[config.mk]
export PLATFORM = sky130hd
export DESIGN_NAME = opcode_decoder_xfer_arith
export DESIGN_NICKNAME = d
export VERILOG_FILES = /design/src/operand_length_calc.v /design/src/opcode_decoder_xfer_arith.v
export VERILOG_INCLUDE_DIRS = /design/src /design/src/include
export SDC_FILE = /design/constraint.sdc
export NUM_CORES = 1
export LEC_CHECK = 0
export ABC_CLOCK_PERIOD_IN_PS = 2600
export BUFFER_PORTS_ARGS = -buffer_cell sky130_fd_sc_hd__buf_2
export CAP_MARGIN = 30
export CORE_MARGIN = 5
export CORE_UTILIZATION = 40
export CTS_BUF_LIST = sky130_fd_sc_hd__clkbuf_8
export CTS_CLUSTER_SIZE = 40
export DETAILED_ROUTE_END_ITERATION = 6
export HOLD_SLACK_MARGIN = 0.08
export SLEW_MARGIN = 20
export SYNTH_ARGS = -nofsm -noshare
export SYNTH_HDL_FRONTEND = slang
export SYNTH_SLANG_ARGS = --single-unit
[constraint.sdc]
create_clock -name clk -period 2.6 [get_ports clk]
set_clock_uncertainty 0.15 [all_clocks]
set_input_delay 0.26 -clock clk [delete_from_list [all_inputs] [get_ports clk]]
set_output_delay 0.26 -clock clk [all_outputs]
set_load 0.005 [all_outputs]
[src/include/opcode_decoder_regs.vh]
// Opcode, operation and field constants for the transfer/arithmetic decoder
`ifndef OPCODE_DECODER_REGS_VH
`define OPCODE_DECODER_REGS_VH

// Operation identities handed to the execution unit
`define OP_NONE 5'h00
`define OP_COPY_TO_SEG 5'h01
`define OP_COPY_FROM_SEG 5'h02
`define OP_TABLE_LOOKUP_BYTE 5'h03
`define OP_EFFECTIVE_ADDRESS_LOAD 5'h04
`define OP_FAR_POINTER_LOAD_DATASEG 5'h05
`define OP_FAR_POINTER_LOAD_EXTRASEG 5'h06
`define OP_FLAGS_TO_HIGH_ACC 5'h07
`define OP_HIGH_ACC_TO_FLAGS 5'h08
`define OP_SUM 5'h09
`define OP_SUM_WITH_CARRY 5'h0a
`define OP_DIFFERENCE 5'h0b
`define OP_DIFFERENCE_WITH_BORROW 5'h0c
`define OP_ASCII_FIX_AFTER_SUM 5'h0d
`define OP_PACKED_BCD_FIX_AFTER_SUM 5'h0e
`define OP_ASCII_FIX_AFTER_DIFFERENCE 5'h0f
`define OP_PACKED_BCD_FIX_AFTER_DIFFERENCE 5'h10
`define OP_UNSIGNED_PRODUCT 5'h11
`define OP_SIGNED_PRODUCT 5'h12
`define OP_UNSIGNED_QUOTIENT 5'h13
`define OP_SIGNED_QUOTIENT 5'h14
`define OP_ASCII_FIX_AFTER_PRODUCT 5'h15
`define OP_ASCII_FIX_BEFORE_QUOTIENT 5'h16
`define OP_BYTE_TO_WORD_SIGN_EXTEND 5'h17
`define OP_WORD_TO_DOUBLEWORD_SIGN_EXTEND 5'h18

// Operand forms
`define FORM_RM 2'h0
`define FORM_IMM_RM 2'h1
`define FORM_IMM_ACC 2'h2
`define FORM_IMPLIED 2'h3

// Fixed first bytes, and the fixed second byte of the two adjust pairs
`define BYTE_COPY_TO_SEG 8'h8e
`define BYTE_COPY_FROM_SEG 8'h8c
`define BYTE_TABLE_LOOKUP 8'hd7
`define BYTE_EA_LOAD 8'h8d
`define BYTE_FAR_DATASEG 8'hc5
`define BYTE_FAR_EXTRASEG 8'hc4
`define BYTE_FLAGS_TO_HIGH 8'h9f
`define BYTE_HIGH_TO_FLAGS 8'h9e
`define BYTE_ASCII_SUM 8'h37
`define BYTE_PACKED_SUM 8'h27
`define BYTE_ASCII_DIFF 8'h3f
`define BYTE_PACKED_DIFF 8'h2f
`define BYTE_ASCII_PRODUCT 8'hd4
`define BYTE_ASCII_QUOTIENT 8'hd5
`define BYTE_ADJUST_BASE 8'h0a
`define BYTE_BYTE_TO_WORD 8'h98
`define BYTE_WORD_TO_DWORD 8'h99

// Extension field codes of the immediate group 100000sw
`define EXT_SUM 3'h0
`define EXT_SUM_CARRY 3'h2
`define EXT_DIFF_BORROW 3'h3
`define EXT_DIFF 3'h5
// Extension field codes of the group 1111011w
`define EXT_UPRODUCT 3'h4
`define EXT_SPRODUCT 3'h5
`define EXT_UQUOTIENT 3'h6
`define EXT_SQUOTIENT 3'h7

// Addressing byte field positions
`define MOD_HI 7
`define MOD_LO 6
`define REG_HI 5
`define REG_LO 3
`define RM_HI 2
`define RM_LO 0
`define SEG_ZERO_BIT 5
`define MOD_DIRECT 2'h0
`define MOD_DISP8 2'h1
`define MOD_DISP16 2'h2
`define RM_DIRECT_ADDR 3'h6

`endif

[src/operand_length_calc.v]
// Counts displacement and immediate bytes that follow the opcode or addressing byte
`timescale 1ns/10ps
`include "opcode_decoder_regs.vh"

module operand_length_calc (
  input wire [1:0] form,
  input wire wBit,
  input wire sBit,
  input wire [7:0] modrm,
  output reg [1:0] dispCount,
  output reg [1:0] immCount
);

  wire [1:0] modF = modrm[`MOD_HI:`MOD_LO];
  wire [2:0] rmF = modrm[`RM_HI:`RM_LO];

  always @* begin
    dispCount = 2'h0;
    immCount = 2'h0;
    if (form == `FORM_RM || form == `FORM_IMM_RM) begin
      if (modF == `MOD_DISP8)
        dispCount = 2'h1;
      else if (modF == `MOD_DISP16)
        dispCount = 2'h2;
      else if (modF == `MOD_DIRECT && rmF == `RM_DIRECT_ADDR)
        dispCount = 2'h2;
    end
    // One byte when sign and width are both set, else width decides
    if (form == `FORM_IMM_RM)
      immCount = (wBit && !sBit) ? 2'h2 : 2'h1;
    else if (form == `FORM_IMM_ACC)
      immCount = wBit ? 2'h2 : 2'h1;
  end

endmodule

[src/opcode_decoder_xfer_arith.v]
// Decoder for the data-transfer and arithmetic instruction groups
// How it works
// - 10001110 with addressing reg bit5 clear copies r/m into segment.
// - 10001100 with addressing reg bit5 clear copies segment into r/m.
// - Byte 11010111 is table_lookup_byte, no addressing byte follows.
// - 10001101 plus addressing byte is effective_address_load.
// - 11000101 plus addressing byte is far_pointer_load_dataseg.
// - 11000100 plus addressing byte is far_pointer_load_extraseg.
// - Byte 10011111 is flags_to_high_acc.
// - Byte 10011110 is high_acc_to_flags.
// - sum_op from 000000dw, 100000sw ext 000, 0000010w.
// - sum_with_carry_op from 000100dw, 100000sw ext 010, 0001010w.
// - difference_op from 001010dw, 100000sw ext 101, 0010110w.
// - Byte 00110111 is ascii_fix_after_sum.
// - Byte 00100111 is packed_bcd_fix_after_sum.
// - Byte 00111111 is ascii_fix_after_difference.
// - Byte 00101111 is packed_bcd_fix_after_difference.
// - 1111011w with extension 100 is unsigned_product_op.
// - 1111011w with extension 101 is signed_product_op.
// - 1111011w with extension 110 is unsigned_quotient_op.
// - 1111011w with extension 111 is signed_quotient_op.
// - Bytes 11010100 then 00001010 are ascii_fix_after_product.
// - Bytes 11010101 then 00001010 are ascii_fix_before_quotient.
// - 10011000 is byte_to_word, 10011001 word_to_doubleword sign extend.
`timescale 1ns/10ps
`include "opcode_decoder_regs.vh"

module opcode_decoder_xfer_arith (
  input wire clk,
  input wire rst_n,
  input wire qValid,
  input wire [7:0] qByte,
  output wire qReady,
  output wire opValid,
  input wire opReady,
  output reg [4:0] opId,
  output reg [1:0] opForm,
  output reg opWide,
  output reg opRegDest,
  output reg opSignExt,
  output reg [7:0] opFirstByte,
  output reg [7:0] opModrm,
  output reg [15:0] opDisp,
  output reg [15:0] opImm
);

  localparam S_FIRST = 3'h0;
  localparam S_SECOND = 3'h1;
  localparam S_DISP = 3'h2;
  localparam S_IMM = 3'h3;
  localparam S_OUT = 3'h4;

  // First-byte decode: {op, form, needSecond, wide, regDest}
  function [9:0] decodeFirst;
    input [7:0] b;
    begin
      casez (b)
        `BYTE_COPY_TO_SEG:
          decodeFirst = {`OP_COPY_TO_SEG, `FORM_RM, 3'b111};
        `BYTE_COPY_FROM_SEG:
          decodeFirst = {`OP_COPY_FROM_SEG, `FORM_RM, 3'b110};
        `BYTE_TABLE_LOOKUP:
          decodeFirst = {`OP_TABLE_LOOKUP_BYTE, `FORM_IMPLIED,
                         3'b000};
        `BYTE_EA_LOAD:
          decodeFirst = {`OP_EFFECTIVE_ADDRESS_LOAD, `FORM_RM,
                         3'b111};
        `BYTE_FAR_DATASEG:
          decodeFirst = {`OP_FAR_POINTER_LOAD_DATASEG, `FORM_RM,
                         3'b111};
        `BYTE_FAR_EXTRASEG:
          decodeFirst = {`OP_FAR_POINTER_LOAD_EXTRASEG, `FORM_RM,
                         3'b111};
        `BYTE_FLAGS_TO_HIGH:
          decodeFirst = {`OP_FLAGS_TO_HIGH_ACC, `FORM_IMPLIED,
                         3'b000};
        `BYTE_HIGH_TO_FLAGS:
          decodeFirst = {`OP_HIGH_ACC_TO_FLAGS, `FORM_IMPLIED,
                         3'b000};
        8'b0000_00??:
          decodeFirst = {`OP_SUM, `FORM_RM, 1'b1, b[0], b[1]};
        8'b0001_00??:
          decodeFirst = {`OP_SUM_WITH_CARRY, `FORM_RM, 1'b1, b[0],
                         b[1]};
        8'b0010_10??:
          decodeFirst = {`OP_DIFFERENCE, `FORM_RM, 1'b1, b[0],
                         b[1]};
        8'b0001_10??:
          decodeFirst = {`OP_DIFFERENCE_WITH_BORROW, `FORM_RM, 1'b1, b[0],
                         b[1]};
        8'b1000_00??:
          decodeFirst = {`OP_NONE, `FORM_IMM_RM, 1'b1, b[0], 1'b0};
        8'b0000_010?:
          decodeFirst = {`OP_SUM, `FORM_IMM_ACC, 1'b0, b[0],
                         1'b0};
        8'b0001_010?:
          decodeFirst = {`OP_SUM_WITH_CARRY, `FORM_IMM_ACC, 1'b0, b[0],
                         1'b0};
        8'b0010_110?:
          decodeFirst = {`OP_DIFFERENCE, `FORM_IMM_ACC, 1'b0, b[0],
                         1'b0};
        8'b0001_110?:
          decodeFirst = {`OP_DIFFERENCE_WITH_BORROW, `FORM_IMM_ACC, 1'b0,
                         b[0], 1'b0};
        `BYTE_ASCII_SUM:
          decodeFirst = {`OP_ASCII_FIX_AFTER_SUM, `FORM_IMPLIED,
                         3'b000};
        `BYTE_PACKED_SUM:
          decodeFirst = {`OP_PACKED_BCD_FIX_AFTER_SUM, `FORM_IMPLIED,
                         3'b000};
        `BYTE_ASCII_DIFF:
          decodeFirst = {`OP_ASCII_FIX_AFTER_DIFFERENCE, `FORM_IMPLIED,
                         3'b000};
        `BYTE_PACKED_DIFF:
          decodeFirst = {`OP_PACKED_BCD_FIX_AFTER_DIFFERENCE, `FORM_IMPLIED,
                         3'b000};
        8'b1111_011?:
          decodeFirst = {`OP_NONE, `FORM_RM, 1'b1, b[0], 1'b0};
        `BYTE_ASCII_PRODUCT:
          decodeFirst = {`OP_NONE, `FORM_IMPLIED, 3'b100};
        `BYTE_ASCII_QUOTIENT:
          decodeFirst = {`OP_NONE, `FORM_IMPLIED, 3'b100};
        `BYTE_BYTE_TO_WORD:
          decodeFirst = {`OP_BYTE_TO_WORD_SIGN_EXTEND, `FORM_IMPLIED,
                         3'b000};
        `BYTE_WORD_TO_DWORD:
          decodeFirst = {`OP_WORD_TO_DOUBLEWORD_SIGN_EXTEND, `FORM_IMPLIED,
                         3'b010};
        default:
          decodeFirst = {`OP_NONE, `FORM_IMPLIED, 3'b000};
      endcase
    end
  endfunction

  // Final operation once the second byte is known
  function [4:0] resolveOp;
    input [7:0] first;
    input [7:0] second;
    input [4:0] baseOp;
    reg [2:0] ext;
    begin
      ext = second[`REG_HI:`REG_LO];
      resolveOp = baseOp;
      casez (first)
        8'b1000_00??: begin
          case (ext)
            `EXT_SUM: resolveOp = `OP_SUM;
            `EXT_SUM_CARRY: resolveOp = `OP_SUM_WITH_CARRY;
            `EXT_DIFF: resolveOp = `OP_DIFFERENCE;
            `EXT_DIFF_BORROW: resolveOp = `OP_DIFFERENCE_WITH_BORROW;
            default: resolveOp = `OP_NONE;
          endcase
        end
        8'b1111_011?: begin
          case (ext)
            `EXT_UPRODUCT: resolveOp = `OP_UNSIGNED_PRODUCT;
            `EXT_SPRODUCT: resolveOp = `OP_SIGNED_PRODUCT;
            `EXT_UQUOTIENT: resolveOp = `OP_UNSIGNED_QUOTIENT;
            `EXT_SQUOTIENT: resolveOp = `OP_SIGNED_QUOTIENT;
            default: resolveOp = `OP_NONE;
          endcase
        end
        `BYTE_COPY_TO_SEG, `BYTE_COPY_FROM_SEG: begin
          // Segment selector must carry a leading zero
          if (second[`SEG_ZERO_BIT])
            resolveOp = `OP_NONE;
        end
        `BYTE_ASCII_PRODUCT: begin
          resolveOp = (second == `BYTE_ADJUST_BASE) ?
                      `OP_ASCII_FIX_AFTER_PRODUCT : `OP_NONE;
        end
        `BYTE_ASCII_QUOTIENT: begin
          resolveOp = (second == `BYTE_ADJUST_BASE) ?
                      `OP_ASCII_FIX_BEFORE_QUOTIENT : `OP_NONE;
        end
        default: resolveOp = baseOp;
      endcase
    end
  endfunction

  reg [2:0] state_reg;
  reg [2:0] state_next;
  reg [1:0] dispLeft_reg;
  reg [1:0] immLeft_reg;
  reg hiByte_reg;

  wire take = qValid && qReady;
  wire [7:0] curFirst = (state_reg == S_FIRST) ? qByte : opFirstByte;
  wire [9:0] firstDec = decodeFirst(curFirst);
  wire [4:0] secondOp = resolveOp(opFirstByte, qByte, opId);
  wire [1:0] dispCount;
  wire [1:0] immCount;

  operand_length_calc lengthCalc (
    .form(firstDec[4:3]),
    .wBit(curFirst[0]),
    .sBit(curFirst[1]),
    .modrm(qByte),
    .dispCount(dispCount),
    .immCount(immCount)
  );

  assign qReady = (state_reg != S_OUT);
  assign opValid = (state_reg == S_OUT);

  always @* begin
    state_next = state_reg;
    case (state_reg)
      S_FIRST: begin
        if (take) begin
          if (firstDec[2])
            state_next = S_SECOND;
          else if (firstDec[4:3] == `FORM_IMM_ACC)
            state_next = S_IMM;
          else
            state_next = S_OUT;
        end
      end
      S_SECOND: begin
        if (take) begin
          if (secondOp == `OP_NONE)
            state_next = S_OUT;
          else if (dispCount != 2'h0)
            state_next = S_DISP;
          else if (immCount != 2'h0)
            state_next = S_IMM;
          else
            state_next = S_OUT;
        end
      end
      S_DISP: begin
        if (take && dispLeft_reg == 2'h1)
          state_next = (immLeft_reg != 2'h0) ? S_IMM : S_OUT;
      end
      S_IMM: begin
        if (take && immLeft_reg == 2'h1)
          state_next = S_OUT;
      end
      S_OUT: begin
        if (opReady)
          state_next = S_FIRST;
      end
      default: state_next = S_FIRST;
    endcase
  end

  always @(posedge clk) begin
    if (!rst_n) begin
      state_reg <= S_FIRST;
      dispLeft_reg <= 2'h0;
      immLeft_reg <= 2'h0;
      hiByte_reg <= 1'b0;
      opId <= `OP_NONE;
      opForm <= `FORM_IMPLIED;
      opWide <= 1'b0;
      opRegDest <= 1'b0;
      opSignExt <= 1'b0;
      opFirstByte <= 8'h00;
      opModrm <= 8'h00;
      opDisp <= 16'h0000;
      opImm <= 16'h0000;
    end else begin
      state_reg <= state_next;
      case (state_reg)
        S_FIRST: begin
          if (take) begin
            opFirstByte <= qByte;
            opId <= firstDec[9:5];
            opForm <= firstDec[4:3];
            opWide <= firstDec[1];
            opRegDest <= firstDec[0];
            opSignExt <= (firstDec[4:3] == `FORM_IMM_RM) &&
                         qByte[1] && qByte[0];
            opModrm <= 8'h00;
            opDisp <= 16'h0000;
            opImm <= 16'h0000;
            hiByte_reg <= 1'b0;
            dispLeft_reg <= 2'h0;
            immLeft_reg <= immCount;
          end
        end
        S_SECOND: begin
          if (take) begin
            opModrm <= qByte;
            opId <= secondOp;
            dispLeft_reg <= dispCount;
            immLeft_reg <= immCount;
          end
        end
        S_DISP: begin
          if (take) begin
            if (hiByte_reg) begin
              opDisp[15:8] <= qByte;
            end else begin
              opDisp[7:0] <= qByte;
              // Short displacement is signed
              opDisp[15:8] <= {8{qByte[7]}};
            end
            hiByte_reg <= (dispLeft_reg == 2'h1) ? 1'b0 : 1'b1;
            dispLeft_reg <= dispLeft_reg - 2'h1;
          end
        end
        S_IMM: begin
          if (take) begin
            if (hiByte_reg) begin
              opImm[15:8] <= qByte;
            end else begin
              opImm[7:0] <= qByte;
              opImm[15:8] <= {8{opSignExt & qByte[7]}};
            end
            hiByte_reg <= (immLeft_reg == 2'h1) ? 1'b0 : 1'b1;
            immLeft_reg <= immLeft_reg - 2'h1;
          end
        end
        default: begin
          hiByte_reg <= 1'b0;
        end
      endcase
    end
  end

endmodule

---- Word level (Yosys, flattened, before mapping) ----
Index checks and enable logic that the tools add are counted.
word-level totals
  bits in registers ....................... 66
  input port bits ......................... 12
  output and inout bits ................... 60
  logic and storage cells ................. 170
operators by class
  add/subtract/negate cells ............... 2
  eq/ne operators ......................... 60
  mux-type cells .......................... 55
  bitwise gates (word level) .............. 2
  reduce and logical (&&, ||, !) cells .... 36
operators with widths
  kind                                            number
  case mux 10 bit (25 select lines)               1
  == test 8 bit (second input constant)           16
  case mux 16 bit (2 select lines)                2
  2-to-1 mux 16 bit                               3
  2-to-1 mux 8 bit                                5
  2-to-1 mux 3 bit                                11
  == test 8 x 6 -> 1 bit (second input constant)  4
  2-to-1 mux 2 bit                                13
  2-to-1 mux 5 bit                                5
  case mux 5 bit (5 select lines)                 1
  case mux 5 bit (4 select lines)                 1
  == test 3 bit (second input constant)           6
  inequality test 2 bit (second input constant)   8
  case mux 4 bit (4 select lines)                 1
  case mux 8 bit (2 select lines)                 1
  AND reduction 4 bit                             4
  case mux 3 bit (5 select lines)                 1
  == test 7 x 4 -> 1 bit (second input constant)  2
  == test 7 bit (second input constant)           2
  nonzero test 2 bit                              7
  == test 3 x 2 -> 1 bit (second input constant)  4
  == test 6 x 3 -> 1 bit (second input constant)  2
  == test 6 bit (second input constant)           2
  AND reduction 3 bit                             4
  other kinds (29)                                49

---- Longest topological paths before layout ----
Gate-level depths: netlist of run 1.
  word-level depth ........................ 14
  mapped depth ............................ 11
  gate-level depth less buffers ........... 8

---- Modules after synthesis ----
From an unflattened synthesis of run 1, not the netlist that was laid out.
second synthesis, totals
  cell total of the unflattened synthesis .. 552
  area, all modules ....................... 4269.1 um^2
modules (own cells, without submodules)
  module                     times used  cells each  area each (um^2)  sequential area each (um^2)
  opcode_decoder_xfer_arith  1           542         4200.3            1321.3
  operand_length_calc        1           10          68.8              0.0

---- Worst setup path before layout of run 1 ----
No wires, ideal clock.
  kind .................................... flip-flop to flip-flop
  start ................................... register opFirstByte[4]
  end ..................................... register dispLeft_reg[1]
  library setup time ...................... 0.074 ns
  data arrival time ....................... 2.194 ns
  data required time ...................... 2.376 ns
  slack ................................... 0.182 ns
  stages on the path, launching flop included .. 8
  buffers on the path ..................... 0
  clock period less this slack ............ 2.418 ns
  cells stage by stage .................... dfxtp_1 > or4b_1 > mux2_2 > nor2b_2 > a211oi_2 > and2_1 > or4_1 > a31oi_1
on the way
  word-level cells in the longest chain between the ends .. 9
  elaborated cells on any way between the ends .. 35
  classes of those cells .................. 26 x eq/ne; 5 x mux; 4 x reduce/logical
ends and longest elaborated chain
  element                                                                     line                             RTL
  start: declaration                                                          opcode_decoder_xfer_arith.v:41   output reg [7:0] opFirstByte,
  start signal: assignment                                                    opcode_decoder_xfer_arith.v:267  opFirstByte <= qByte;
  2-to-1 mux 8 bit (*)                                                        opcode_decoder_xfer_arith.v:188  wire [7:0] curFirst = (state_reg == S_FIRST) ? qByte : opFirstByte;
  == test 8 bit                                                               opcode_decoder_xfer_arith.v:57   casez (b)
  OR reduction 2 bit (no line)                                                n/a
  case mux 10 bit (25 select lines) (*)                                       opcode_decoder_xfer_arith.v:57
  == test 2 x 1 -> 1 bit (no line) / zero test 2 bit (equally long branches)  n/a
  logical OR 1 bit (no line) (*)                                              n/a
  2-to-1 mux 2 bit (*)                                                        operand_length_calc.v:20         if (form == `FORM_RM || form == `FORM_IMM_RM) begin
  2-to-1 mux 2 bit (*)                                                        opcode_decoder_xfer_arith.v:283  if (take) begin
  case mux 2 bit (3 select lines) (*)                                         opcode_decoder_xfer_arith.v:264  case (state_reg)
  end signal: assignment                                                      opcode_decoder_xfer_arith.v:286  dispLeft_reg <= dispCount;
  end signal: assignment                                                      opcode_decoder_xfer_arith.v:300  dispLeft_reg <= dispLeft_reg - 2'h1;
  end: declaration                                                            opcode_decoder_xfer_arith.v:183  reg [1:0] dispLeft_reg;
Every way passes the cells marked *; elsewhere a longest branch is shown, timed or not. The select of a mux whose other input is x is not followed.
A chain may end at the register's enable or synchronous reset.

---- Final worst setup path of run 1 ----
  start ................................... register opFirstByte[6]
  end ..................................... register state_reg[2]
on the way
  word-level cells in the longest chain between the ends .. 13
  elaborated cells on any way between the ends .. 55
  classes of those cells .................. 33 x eq/ne; 14 x mux; 8 x reduce/logical
ends and longest elaborated chain
  element                              line                             RTL
  2-to-1 mux 8 bit                     opcode_decoder_xfer_arith.v:188
  == test 8 bit                        opcode_decoder_xfer_arith.v:57
  OR reduction 2 bit (no line)         n/a
  case mux 10 bit (25 select lines)    opcode_decoder_xfer_arith.v:57
  == test 2 bit (no line)              n/a
  2-to-1 mux 2 bit                     operand_length_calc.v:31         else if (form == `FORM_IMM_ACC)
  2-to-1 mux 2 bit                     operand_length_calc.v:29         if (form == `FORM_IMM_RM)
  nonzero test 2 bit                   opcode_decoder_xfer_arith.v:225  else if (immCount != 2'h0)
  2-to-1 mux 3 bit                     opcode_decoder_xfer_arith.v:225
  2-to-1 mux 3 bit                     opcode_decoder_xfer_arith.v:223  else if (dispCount != 2'h0)
  2-to-1 mux 3 bit                     opcode_decoder_xfer_arith.v:221  if (secondOp == `OP_NONE)
  2-to-1 mux 3 bit                     opcode_decoder_xfer_arith.v:220  if (take) begin
  case mux 3 bit (5 select lines) (*)  opcode_decoder_xfer_arith.v:208  case (state_reg)
  end signal: assignment               opcode_decoder_xfer_arith.v:263  state_reg <= state_next;
  end: declaration                     opcode_decoder_xfer_arith.v:181  reg [2:0] state_reg;
Marks and branches as above.

==> flow_summary.ini, run 1 <==
[logic_synthesis]
synth_sequential_area_ratio_pct = 30.9
synth_edf_count = 0
synth_largest_area_cell = dfxtp_1
yosys_register_bits = 66
syn-instance-count = 565
synth.distinct_cells = 74
synthesis.nets = 580
synth_flop_cell = dfxtp_1
synthesis.area_sq_um = 4280
mean_instance_size_in_the_synthesized_netlist_sq_um = 7.57
dominant_cells_by_area_after_synthesis = dfxtp_1, nand2_1, nor2b_1, nand3_1, a22oi_1
synth-warning-count = 0
synth_top_area_share_pct = 30.9
synthArstFlopShare_pct = 0

[pwr]
pwr_density_cell_nw_per_um2 = 567
report.power.total_uw = 3090
power.ir.vdd_worst_mv = 0.451
leakagePower_uw = 0.00224

[timing]
setup-violations-final = 0
grt_setup_unrepaired = yes
max_slew.worst_pin.slew_ps = 681
final_period_minus_worst_setup_slack_ps = 2560
fin_hold_ws_ps = 118
final_hold_violation_count = 0
worst_slew_margin_rel_pct = 54.6
report.final.slew_viol_count = 0
max_freq_ghz = 0.390
fin_crit_sh_pct = 98.5

[drt]
first_drt_iteration_drcs = 436
drt_drc_violations_left = 0
drtAntennaViolNets = 0
route.detailed.wl_per_inst_microns = 20.2
drtPass1Iterations = 5
via_count = 4868
detail_route.wirelength_microns = 16500
viasPerCell = 5.95

[global_routing]
grt_overflow = 0
gr-usage-all-layers_pct = 25.8
first_pass_grt_wire_length_microns = 26100
grt_max_degree = 61
grt_antenna_before_repair = 0
via_count_of_the_first_global_routing_pass = 4821

[layout]
post-route-util_pct = 52.6
mostFrequentLayoutCells = buf_4, buf_2, nand2_1
drive_above_1_share_pct = 27.6
largest_registers = opDisp x16, opImm x16
antenna_cells = 0
syn2layout_area_growth_pct = 27.5
fin_nets = 692
layout_commonest_cell = buf_4

[setup_path]
critical_path.cell_chain = or4b_4 > or4_1 > o32ai_2 > nor4_2 > buf_4 > nand3_1 > o211ai_1 > o311a_1
reg2reg_depth = 8
critPathMaxStageDelay_ps = 520
worst-setup-path-type = reg2reg
crit_path_end_kind = flip-flop
critical_path_required_ps = 2690
critical_path.max_fanout = 7
critical_path.startpoint_type = flip-flop
worst_path_max_delay_cell = or4b_4
timing.critical_path.arrival_ps = 2660

[die]
io_pins = 72
placeableCoreArea_sq_um = 10400
fp-row-count = 37
design.die.area_sq_um = 12900
initial_utilization_pct = 41.2
dieHeight_microns = 113
horizontal_die_dimension_microns = 113

[job]
cap_viol_max_count = 0

[clock_network]
clockRootBuffer = clkbuf_8
clk_transition_reported_paths_ps = 80
cts.sinks = 66
cts_max_path_buffers = 2
cts_tree = yes
cts_inserted_buffers = 9
worstSkewPairLatency_ps = 360
cts_htree_levels = 3

[run_status]
status = complete, no violations

[hold_path]
hold_path.class = in2reg
hold_path_depth = 3

[placed_design]
place.gp.congestion = 0.964
port_buffers = 71
detailed_place_hpwl_microns = 12400
==> Yosys cell counts (4+ instances only) <==
master and instances:
a211o_1 4, a21boi_0 17, a21boi_1 12, a21oi_1 24
a22oi_1 22, a31oi_1 4, and2_1 4, buf_2 9
clkbuf_1 36, dfxtp_1 66, inv_1 15, mux2i_1 6
nand2_1 70, nand2b_1 17, nand3_1 37, nand3b_1 4
nand4_1 11, nand4b_1 4, nor2_1 23, nor2b_1 33
nor3_1 17, nor4_1 6, o211ai_1 7, o21ai_0 11
o21ai_1 7, o22ai_1 7, o31ai_1 5, or3_1 6
or4_1 9, xnor2_1 4
==> critical path: cells and delay by family, from the launching register on <==
family,cells,cell delay (ps)
AND/OR/NAND/NOR,4,1190
AO/OA/AOI/OAI,3,580
flip-flops,1,380
buffers and inverters,1,160
==> kinds of logic (layout without fill, tap and decap cells) <==
kind of cell	Yosys count	count (layout)	share of synthesized area, %
muxes	8	8	1.93
adders and majority gates	3	3	0.878
DFF	66	66	30.9
buffers and inverters	65	182	6.14
AOI/OAI and AO/OA	156	156	26.2
and+or+nand+nor	260	260	32.6
xor gates and xnor gates	7	7	1.43
==> cell type report <==
class / instances / area [sq um]
fillers: 1077 / 4920
multi-input cells: 434 / 2730
flip-flops and latches: 66 / 1330
repair buffers: 150 / 963
well taps: 136 / 170
clock buffers: 9 / 124
clock inverters: 7 / 77.6
inverters: 16 / 60.1
==> per-layer routing <==
layer | vias to the layer above | GRT usage (%) | share of wire, %
met1 | 2321 | 34.1 | 44
met3 | 42 | 4.67 | 6.9
met2 | 217 | 40.8 | 46
met5 | - | 0 | 0
li1 | 2288 | - | -
met4 | 0 | 11.8 | 3.6
==> final timing paths <==
kind	to	start	slack [ps]
min reg2reg	opImm[1]$_SDFFE_PN0P_	opImm[1]$_SDFFE_PN0P_	310
max reg2reg	state_reg[2]$_SDFFE_PN0P_	opFirstByte[6]$_SDFFE_PN0P_	40
min	state_reg[2]$_SDFFE_PN0P_	opReady	120
max	state_reg[2]$_SDFFE_PN0P_	opFirstByte[6]$_SDFFE_PN0P_	40
==> per-stage QoR <==
step / setup WS, ps / std cells / TNS (ps) / instance area, sq um
after global routing: -47.1 / 818 / -99.2 / 5450
after CTS: 22.2 / 817 / 0 / 5410
after global placement: 73.9 / 800 / 0 / 5190
after floorplan: 182 / 565 / 0 / 4280
final: 38.9 / 818 / 0 / 5450
after detailed placement: -26.3 / 800 / -26.3 / 5190
==> power breakdown <==
part | internal, uW | total (uW) | switching (uW) | leakage [uW]
clock | 451 | 903 | 452 | 0.000100
sequential | 1060 | 1120 | 57.6 | 0.000536
combinational | 433 | 1070 | 640 | 0.00160
==> repair_timing <==
item | in CTS | in global routing
gates cloned | 0 | 0
hold endpoints to repair | 4 | 0
hold buffers | 1 | 0
gates resized for setup | 2 | 10
buffers inserted | 0 | 1
setup endpoints to repair | 2 | 7
pin swaps | 0 | 1
No activity file was read; power rests on OpenSTA's default activity.
==> run 2: changes to the inputs <==
--- a/config.mk
+++ b/config.mk
@@ -9,12 +9,15 @@
 export ABC_CLOCK_PERIOD_IN_PS = 2600
 export BUFFER_PORTS_ARGS = -buffer_cell sky130_fd_sc_hd__buf_2
 export CAP_MARGIN = 30
+export CELL_PAD_IN_SITES_DETAIL_PLACEMENT = 1
+export CELL_PAD_IN_SITES_GLOBAL_PLACEMENT = 2
 export CORE_MARGIN = 5
-export CORE_UTILIZATION = 40
+export CORE_UTILIZATION = 30
 export CTS_BUF_LIST = sky130_fd_sc_hd__clkbuf_8
 export CTS_CLUSTER_SIZE = 40
 export DETAILED_ROUTE_END_ITERATION = 6
 export HOLD_SLACK_MARGIN = 0.08
+export PLACE_DENSITY_LB_ADDON = 0.1
 export SLEW_MARGIN = 20
 export SYNTH_ARGS = -nofsm -noshare
 export SYNTH_HDL_FRONTEND = slang
==> run 2 against run 1 <==
Compared with the run above: sequential share of layout area fell by 0.75 points; largest power group is now combinational cells; maximum frequency rose by 0.63%; critical path depth rose by 1; largest cell class unchanged; routed wire length rose by 17%; total power rose by 2.5%; flip-flop and latch count did not move; critical path type unchanged; clock power fell by 0.6%; sequential power barely moved; via count rose by 0.64%; non-clock buffer count rose by 12.
==> flow_summary.ini, run 2 (synthesis gave the netlist of run 1 again) <==
[timing]
max_freq_ghz = 0.393
final_hold_violation_count = 0
worst_slew_margin_rel_pct = 62.8
fin_crit_sh_pct = 97.9
finalWorstSetupSlack_ps = 55.1
final_period_minus_worst_setup_slack_ps = 2540
setup-violations-final = 0
grt_setup_unrepaired = no
report.final.slew_viol_count = 0
max_slew.worst_pin.slew_ps = 557
setup_tns_after_final_layout_ps = 0

[global_routing]
first_pass_grt_wire_length_microns = 29700
grt_overflow = 0
grt_max_degree = 33
via_count_of_the_first_global_routing_pass = 5025
grt_antenna_before_repair = 0
gr-usage-all-layers_pct = 23.3

[clock_network]
clockRootBuffer = clkbuf_8
cts_htree_levels = 3
cts.sinks = 66
cts_inserted_buffers = 9
clk_transition_reported_paths_ps = 80
cts_max_path_buffers = 2
holdBufCountCts = 0
worstSkewPairLatency_ps = 350
cts_tree = yes
cts_setup_buffers = 0

[drt]
route.met2.wl_microns = 8880
via_count = 4899
route.detailed.wl_per_inst_microns = 22.2
detail_route.wirelength_microns = 19400
highest_layer = met4
drt_drc_violations_left = 0
drtAntennaViolNets = 0
drtPass1Iterations = 5
drt-met1-wl_microns = 8790
viasPerCell = 5.61
first_drt_iteration_drcs = 415
route.met3.wl_microns = 1010

[placed_design]
port_buffers = 71
detailed_place_hpwl_microns = 15000
place_worst_setup_slack_ps = -37.3
place.gp.congestion = 0.913
numPlacedInstances = 858

[layout]
layout_commonest_cell = buf_4
mostFrequentLayoutCells = buf_4, buf_2, nand2_1
fin_cells = 874
drive_above_1_share_pct = 28.4
largest_registers = opDisp x16, opImm x16
syn2layout_area_growth_pct = 31.3
fin_nets = 704
antenna_cells = 0
num-fill-cells = 1735

[setup_path]
timing.critical_path.max_delay_family = simple AND/OR/NAND/NOR gates
worst-setup-path-type = reg2reg
worstSetupPathDepth = 9
reg2reg_depth = 9
critical_path_required_ps = 2690
path_common_cell = buf_4
timing.critical_path.arrival_ps = 2630
cp-startpoint = state_reg[1]$_SDFFE_PN0P_
critical_path.max_fanout = 7
worst_path_max_delay_cell = or4_1
end_of_the_worst_register_to_register_path = state_reg[1]$_SDFFE_PN0P_
crit_buf_inv = 2
worst-r2r-setup-slack_ps = 60
worst_setup_endpoint = state_reg[1]$_SDFFE_PN0P_
critical_path.cell_chain = nor3_4 > buf_4 > or4_1 > a21bo_2 > nand3_1 > nor2_1 > buf_4 > a311oi_1 > nor3_1
worstReg2RegStart = state_reg[1]$_SDFFE_PN0P_
crit_path_end_kind = flip-flop
critical_path.startpoint_type = flip-flop
critPathMaxStageDelay_ps = 640

[pwr]
power_switching_uw = 1170
internal_power_uw = 2000
power.ir.vdd_worst_mv = 0.337
leakagePower_uw = 0.00230
pwr_density_cell_nw_per_um2 = 564
clock_network_fraction_of_total_power_pct = 28.3
share_seq_of_total_power_pct = 35.2
swShare_pct = 36.9
power_frac_comb_pct = 36.4

[die]
placeableCoreArea_sq_um = 13900
initial_utilization_pct = 30.7
horizontal_die_dimension_microns = 129
dieHeight_microns = 129
fp-row-count = 43
io_pins = 72
design.die.area_sq_um = 16700

[hold_path]
hold_path.class = in2reg

[job]
cap_viol_max_count = 0

[run_status]
status = complete, no violations
==> run 2: cell count changes in the layout (fill, tap and decap cells not counted), moves of 2 or more <==
cell / previous run / this run
buf_12: 1 / 3
buf_4: 77 / 87
clkinvlp_4: 1 / 3
dfxtp_1: 63 / 65
dfxtp_2: 3 / 1
inv_6: 2 / 0
or4_1: 9 / 7
or4_4: 0 / 2
==> run 2: through the flow <==
stage	hold WS (ps)	power (uW)	instance area (sq um)	util, %
5_1_grt	81.7	3340	5620	40.3
3_3_place_gp	289	2260	5380	38.6
2_1_floorplan	297	1740	4280	-
6_report	104	3170	5620	40.3
4_1_cts	85.2	3170	5590	40.1
3_5_place_dp	291	2260	5380	38.6
==> run 2: area by class of cell <==
class / instances / area, sq um / share of cell area, %
clock buffers: 10 / 138 / 2.45
repair buffers: 162 / 1080 / 19.2
well taps: 180 / 225 / 4.01
inverters: 16 / 60.1 / 1.07
flip-flops and latches: 66 / 1320 / 23.5
multi-input cells: 434 / 2730 / 48.5
clock inverters: 6 / 66.3 / 1.18
==> run 2: worst min-delay path by stage <==
stage / cells after the start / to / slack [ps] / startpoint
4_1_cts: 3 / state_reg[2]$_SDFFE_PN0P_ / 90 / opReady
6_report: 3 / state_reg[2]$_SDFFE_PN0P_ / 100 / opReady
5_1_grt: 3 / state_reg[2]$_SDFFE_PN0P_ / 80 / opReady
2_1_floorplan: 2 / opImm[0]$_SDFFE_PN0P_ / 300 / opImm[0]$_SDFFE_PN0P_
3_5_place_dp: 2 / opImm[0]$_SDFFE_PN0P_ / 290 / opImm[0]$_SDFFE_PN0P_
3_3_place_gp: 2 / opImm[6]$_SDFFE_PN0P_ / 290 / opImm[6]$_SDFFE_PN0P_
==> run 2: layer usage <==
layer | GRT usage [%] | vias up
met2 | 37.2 | 151
met3 | 3.83 | 38
li1 | - | 2305
met1 | 31.4 | 2405
met4 | 9.70 | 0
met5 | 0 | -
==> run 2: power by group through the flow <==
stage	combinational, uW	sequential [uW]	clock, uW
2_1_floorplan	622	1120	0
3_3_place_gp	1120	1140	0
3_5_place_dp	1120	1140	0
4_1_cts	1130	1120	925
5_1_grt	1240	1120	975
6_report	1150	1120	898
==> run 2: what timing repair did <==
item / 4_1_cts / 5_1_grt
endpoints found under the setup margin: 2 / 8
pin swaps: 0 / 1
gates resized for setup: 1 / 9
==> run 2: worst register-to-register path, stage by stage, from the launching register on <==
cell	delay [ps]
dfxtp_1	420
nor3_4	90
buf_4	170
or4_1	640
a21bo_2	270
nand3_1	100
nor2_1	60
buf_4	130
a311oi_1	330
nor3_1	80
==> run 3: changes to the inputs <==
==> constraint.sdc (replaced) <==
create_clock -name clk -period 2.6 [get_ports clk]
set_clock_uncertainty 0.15 [all_clocks]
set_input_delay 0.52 -clock clk [delete_from_list [all_inputs] [get_ports clk]]
set_output_delay 0.52 -clock clk [all_outputs]
set_load 0.005 [all_outputs]
==> run 3 against run 2 <==
Compared with the run above: count of clock-buffer cells in the layout unchanged; total power about the same; critical endpoint is now opId[0]$_SDFFE_PN0P_; sequential power about the same; largest power group unchanged; clock power decreased by 1%; critical path depth increased by 1; combinational power about the same; final cell count increased by 0.57%; via count decreased by 0.98%; sequential share of layout area decreased by 0.34 points.
==> flow_summary.ini, run 3 (synthesis gave the netlist of run 1 again) <==
[clock_network]
cts_tree = yes
worstSkewPairLatency_ps = 360
cts.sinks = 66
clk_transition_reported_paths_ps = 80
cts_inserted_buffers = 9
cts_htree_levels = 3
cts_max_path_buffers = 2
clockRootBuffer = clkbuf_8

[setup_path]
critPathMaxStageDelay_ps = 440
worstSetupPathDepth = 10
critical_path.max_fanout = 6
end_of_the_worst_register_to_register_path = opId[0]$_SDFFE_PN0P_
critical_path.startpoint_type = flip-flop
timing.critical_path.arrival_ps = 2590
worst-setup-path-type = reg2reg
cp-startpoint = state_reg[2]$_SDFFE_PN0P_
reg2reg_depth = 10
timing.critical_path.max_delay_family = simple AND/OR/NAND/NOR gates
crit_path_end_kind = flip-flop
crit_buf_inv = 3
critical_path.cell_chain = or3_4 > buf_4 > buf_4 > mux2i_1 > o21ai_1 > buf_4 > nand2_1 > or2_0 > o311ai_2 > a21boi_1
worst-r2r-setup-slack_ps = 90
worst_setup_endpoint = opId[0]$_SDFFE_PN0P_
path_common_cell = buf_4
critical_path_required_ps = 2680
worst_path_max_delay_cell = or3_4
worstReg2RegStart = state_reg[2]$_SDFFE_PN0P_

[die]
horizontal_die_dimension_microns = 129
design.die.area_sq_um = 16700
fp-row-count = 43
io_pins = 72
dieHeight_microns = 129
placeableCoreArea_sq_um = 13900
initial_utilization_pct = 30.7

[global_routing]
grt_overflow = 0
first_pass_grt_wire_length_microns = 29900
grt_antenna_before_repair = 0
grt_max_degree = 66
gr-usage-all-layers_pct = 23.3
via_count_of_the_first_global_routing_pass = 5165

[placed_design]
place_worst_setup_slack_ps = -155
place.gp.congestion = 0.938
port_buffers = 71
detailed_place_hpwl_microns = 14500

[timing]
setup-violations-final = 0
fin_hold_ws_ps = 308
grt_setup_unrepaired = no
final_hold_violation_count = 0
finalWorstSetupSlack_ps = 91.6
setup_tns_after_final_layout_ps = 0
final_period_minus_worst_setup_slack_ps = 2510
max_freq_ghz = 0.399
max_slew.worst_pin.slew_ps = 546
worst_slew_margin_rel_pct = 63.3
report.final.slew_viol_count = 0
fin_crit_sh_pct = 96.5

[drt]
drtAntennaViolNets = 0
via_count = 4851
drtPass1Iterations = 5
route.detailed.wl_per_inst_microns = 21.6
detail_route.wirelength_microns = 19000
first_drt_iteration_drcs = 313
drt_drc_violations_left = 0
viasPerCell = 5.52

[layout]
num-fill-cells = 1725
fin_nets = 709
mostFrequentLayoutCells = buf_4, buf_2, nand2_1
layout_commonest_cell = buf_4
largest_registers = opDisp x16, opImm x16
antenna_cells = 0
syn2layout_area_growth_pct = 33.1
drive_above_1_share_pct = 29.9

[hold_path]
hold_path.class = reg2reg

[pwr]
power.ir.vdd_worst_mv = 0.291
pwr_density_cell_nw_per_um2 = 557
leakagePower_uw = 0.00236

[job]
cap_viol_max_count = 0

[run_status]
status = complete, no violations
## run 3: power breakdown
part | leakage [uW] | internal (uW) | switching [uW] | total (uW)
Sequential | 0.000535 | 1060 | 55.6 | 1110
Clock | 0.000105 | 462 | 427 | 889
Combinational | 0.00172 | 482 | 689 | 1170
## run 3: worst min path at each step
stage / depth (start not counted) / to / startpoint
4_1_cts: 2 / opImm[0]$_SDFFE_PN0P_ / opImm[0]$_SDFFE_PN0P_
3_3_place_gp: 2 / opImm[5]$_SDFFE_PN0P_ / opImm[5]$_SDFFE_PN0P_
6_report: 2 / opImm[0]$_SDFFE_PN0P_ / opImm[0]$_SDFFE_PN0P_
5_1_grt: 2 / opImm[0]$_SDFFE_PN0P_ / opImm[0]$_SDFFE_PN0P_
2_1_floorplan: 2 / opImm[0]$_SDFFE_PN0P_ / opImm[0]$_SDFFE_PN0P_
3_5_place_dp: 2 / opImm[0]$_SDFFE_PN0P_ / opImm[0]$_SDFFE_PN0P_
## run 3: repair_timing
item                                    in CTS  in global routing
hold buffers                                 0                  0
pin swaps                                    0                  3
buffers inserted                             0                  0
gates resized for setup                      4                 13
gates cloned                                 0                  0
endpoints found under the setup margin       5                  8
## run 3: layer usage
metal	part of all wire, %	wire, microns	GRT usage, %
met1	45	8620	30.3
met2	47	8890	37.7
met3	4.8	913	4.70
met4	3.0	568	9.57
met5	0	0	0
## run 3: stage by stage
stage	instance area, sq um	utilization [%]	std cells	power, uW
final	5690	40.9	879	3170
after global routing	5690	40.9	879	3340
after CTS	5640	40.5	879	3170
after detailed placement	5420	38.9	863	2260
after global placement	5420	38.9	863	2250
after floorplan	4290	-	565	1740
## run 3: layout make-up
cell class / count / area [sq um] / share of cell area [%]
inverters: 16 / 60.1 / 1.05
multi-input cells: 434 / 2780 / 48.8
flip-flops and latches: 66 / 1320 / 23.2
repair buffers: 167 / 1110 / 19.6
well taps: 180 / 225 / 3.96
clock buffers: 10 / 138 / 2.42
clock inverters: 6 / 58.8 / 1.03
## run 3: worst min-delay path, cell delays in order (launching register included)
cell	delay (ps)
dfxtp_1	310
nand2_1	50
a21boi_1	50
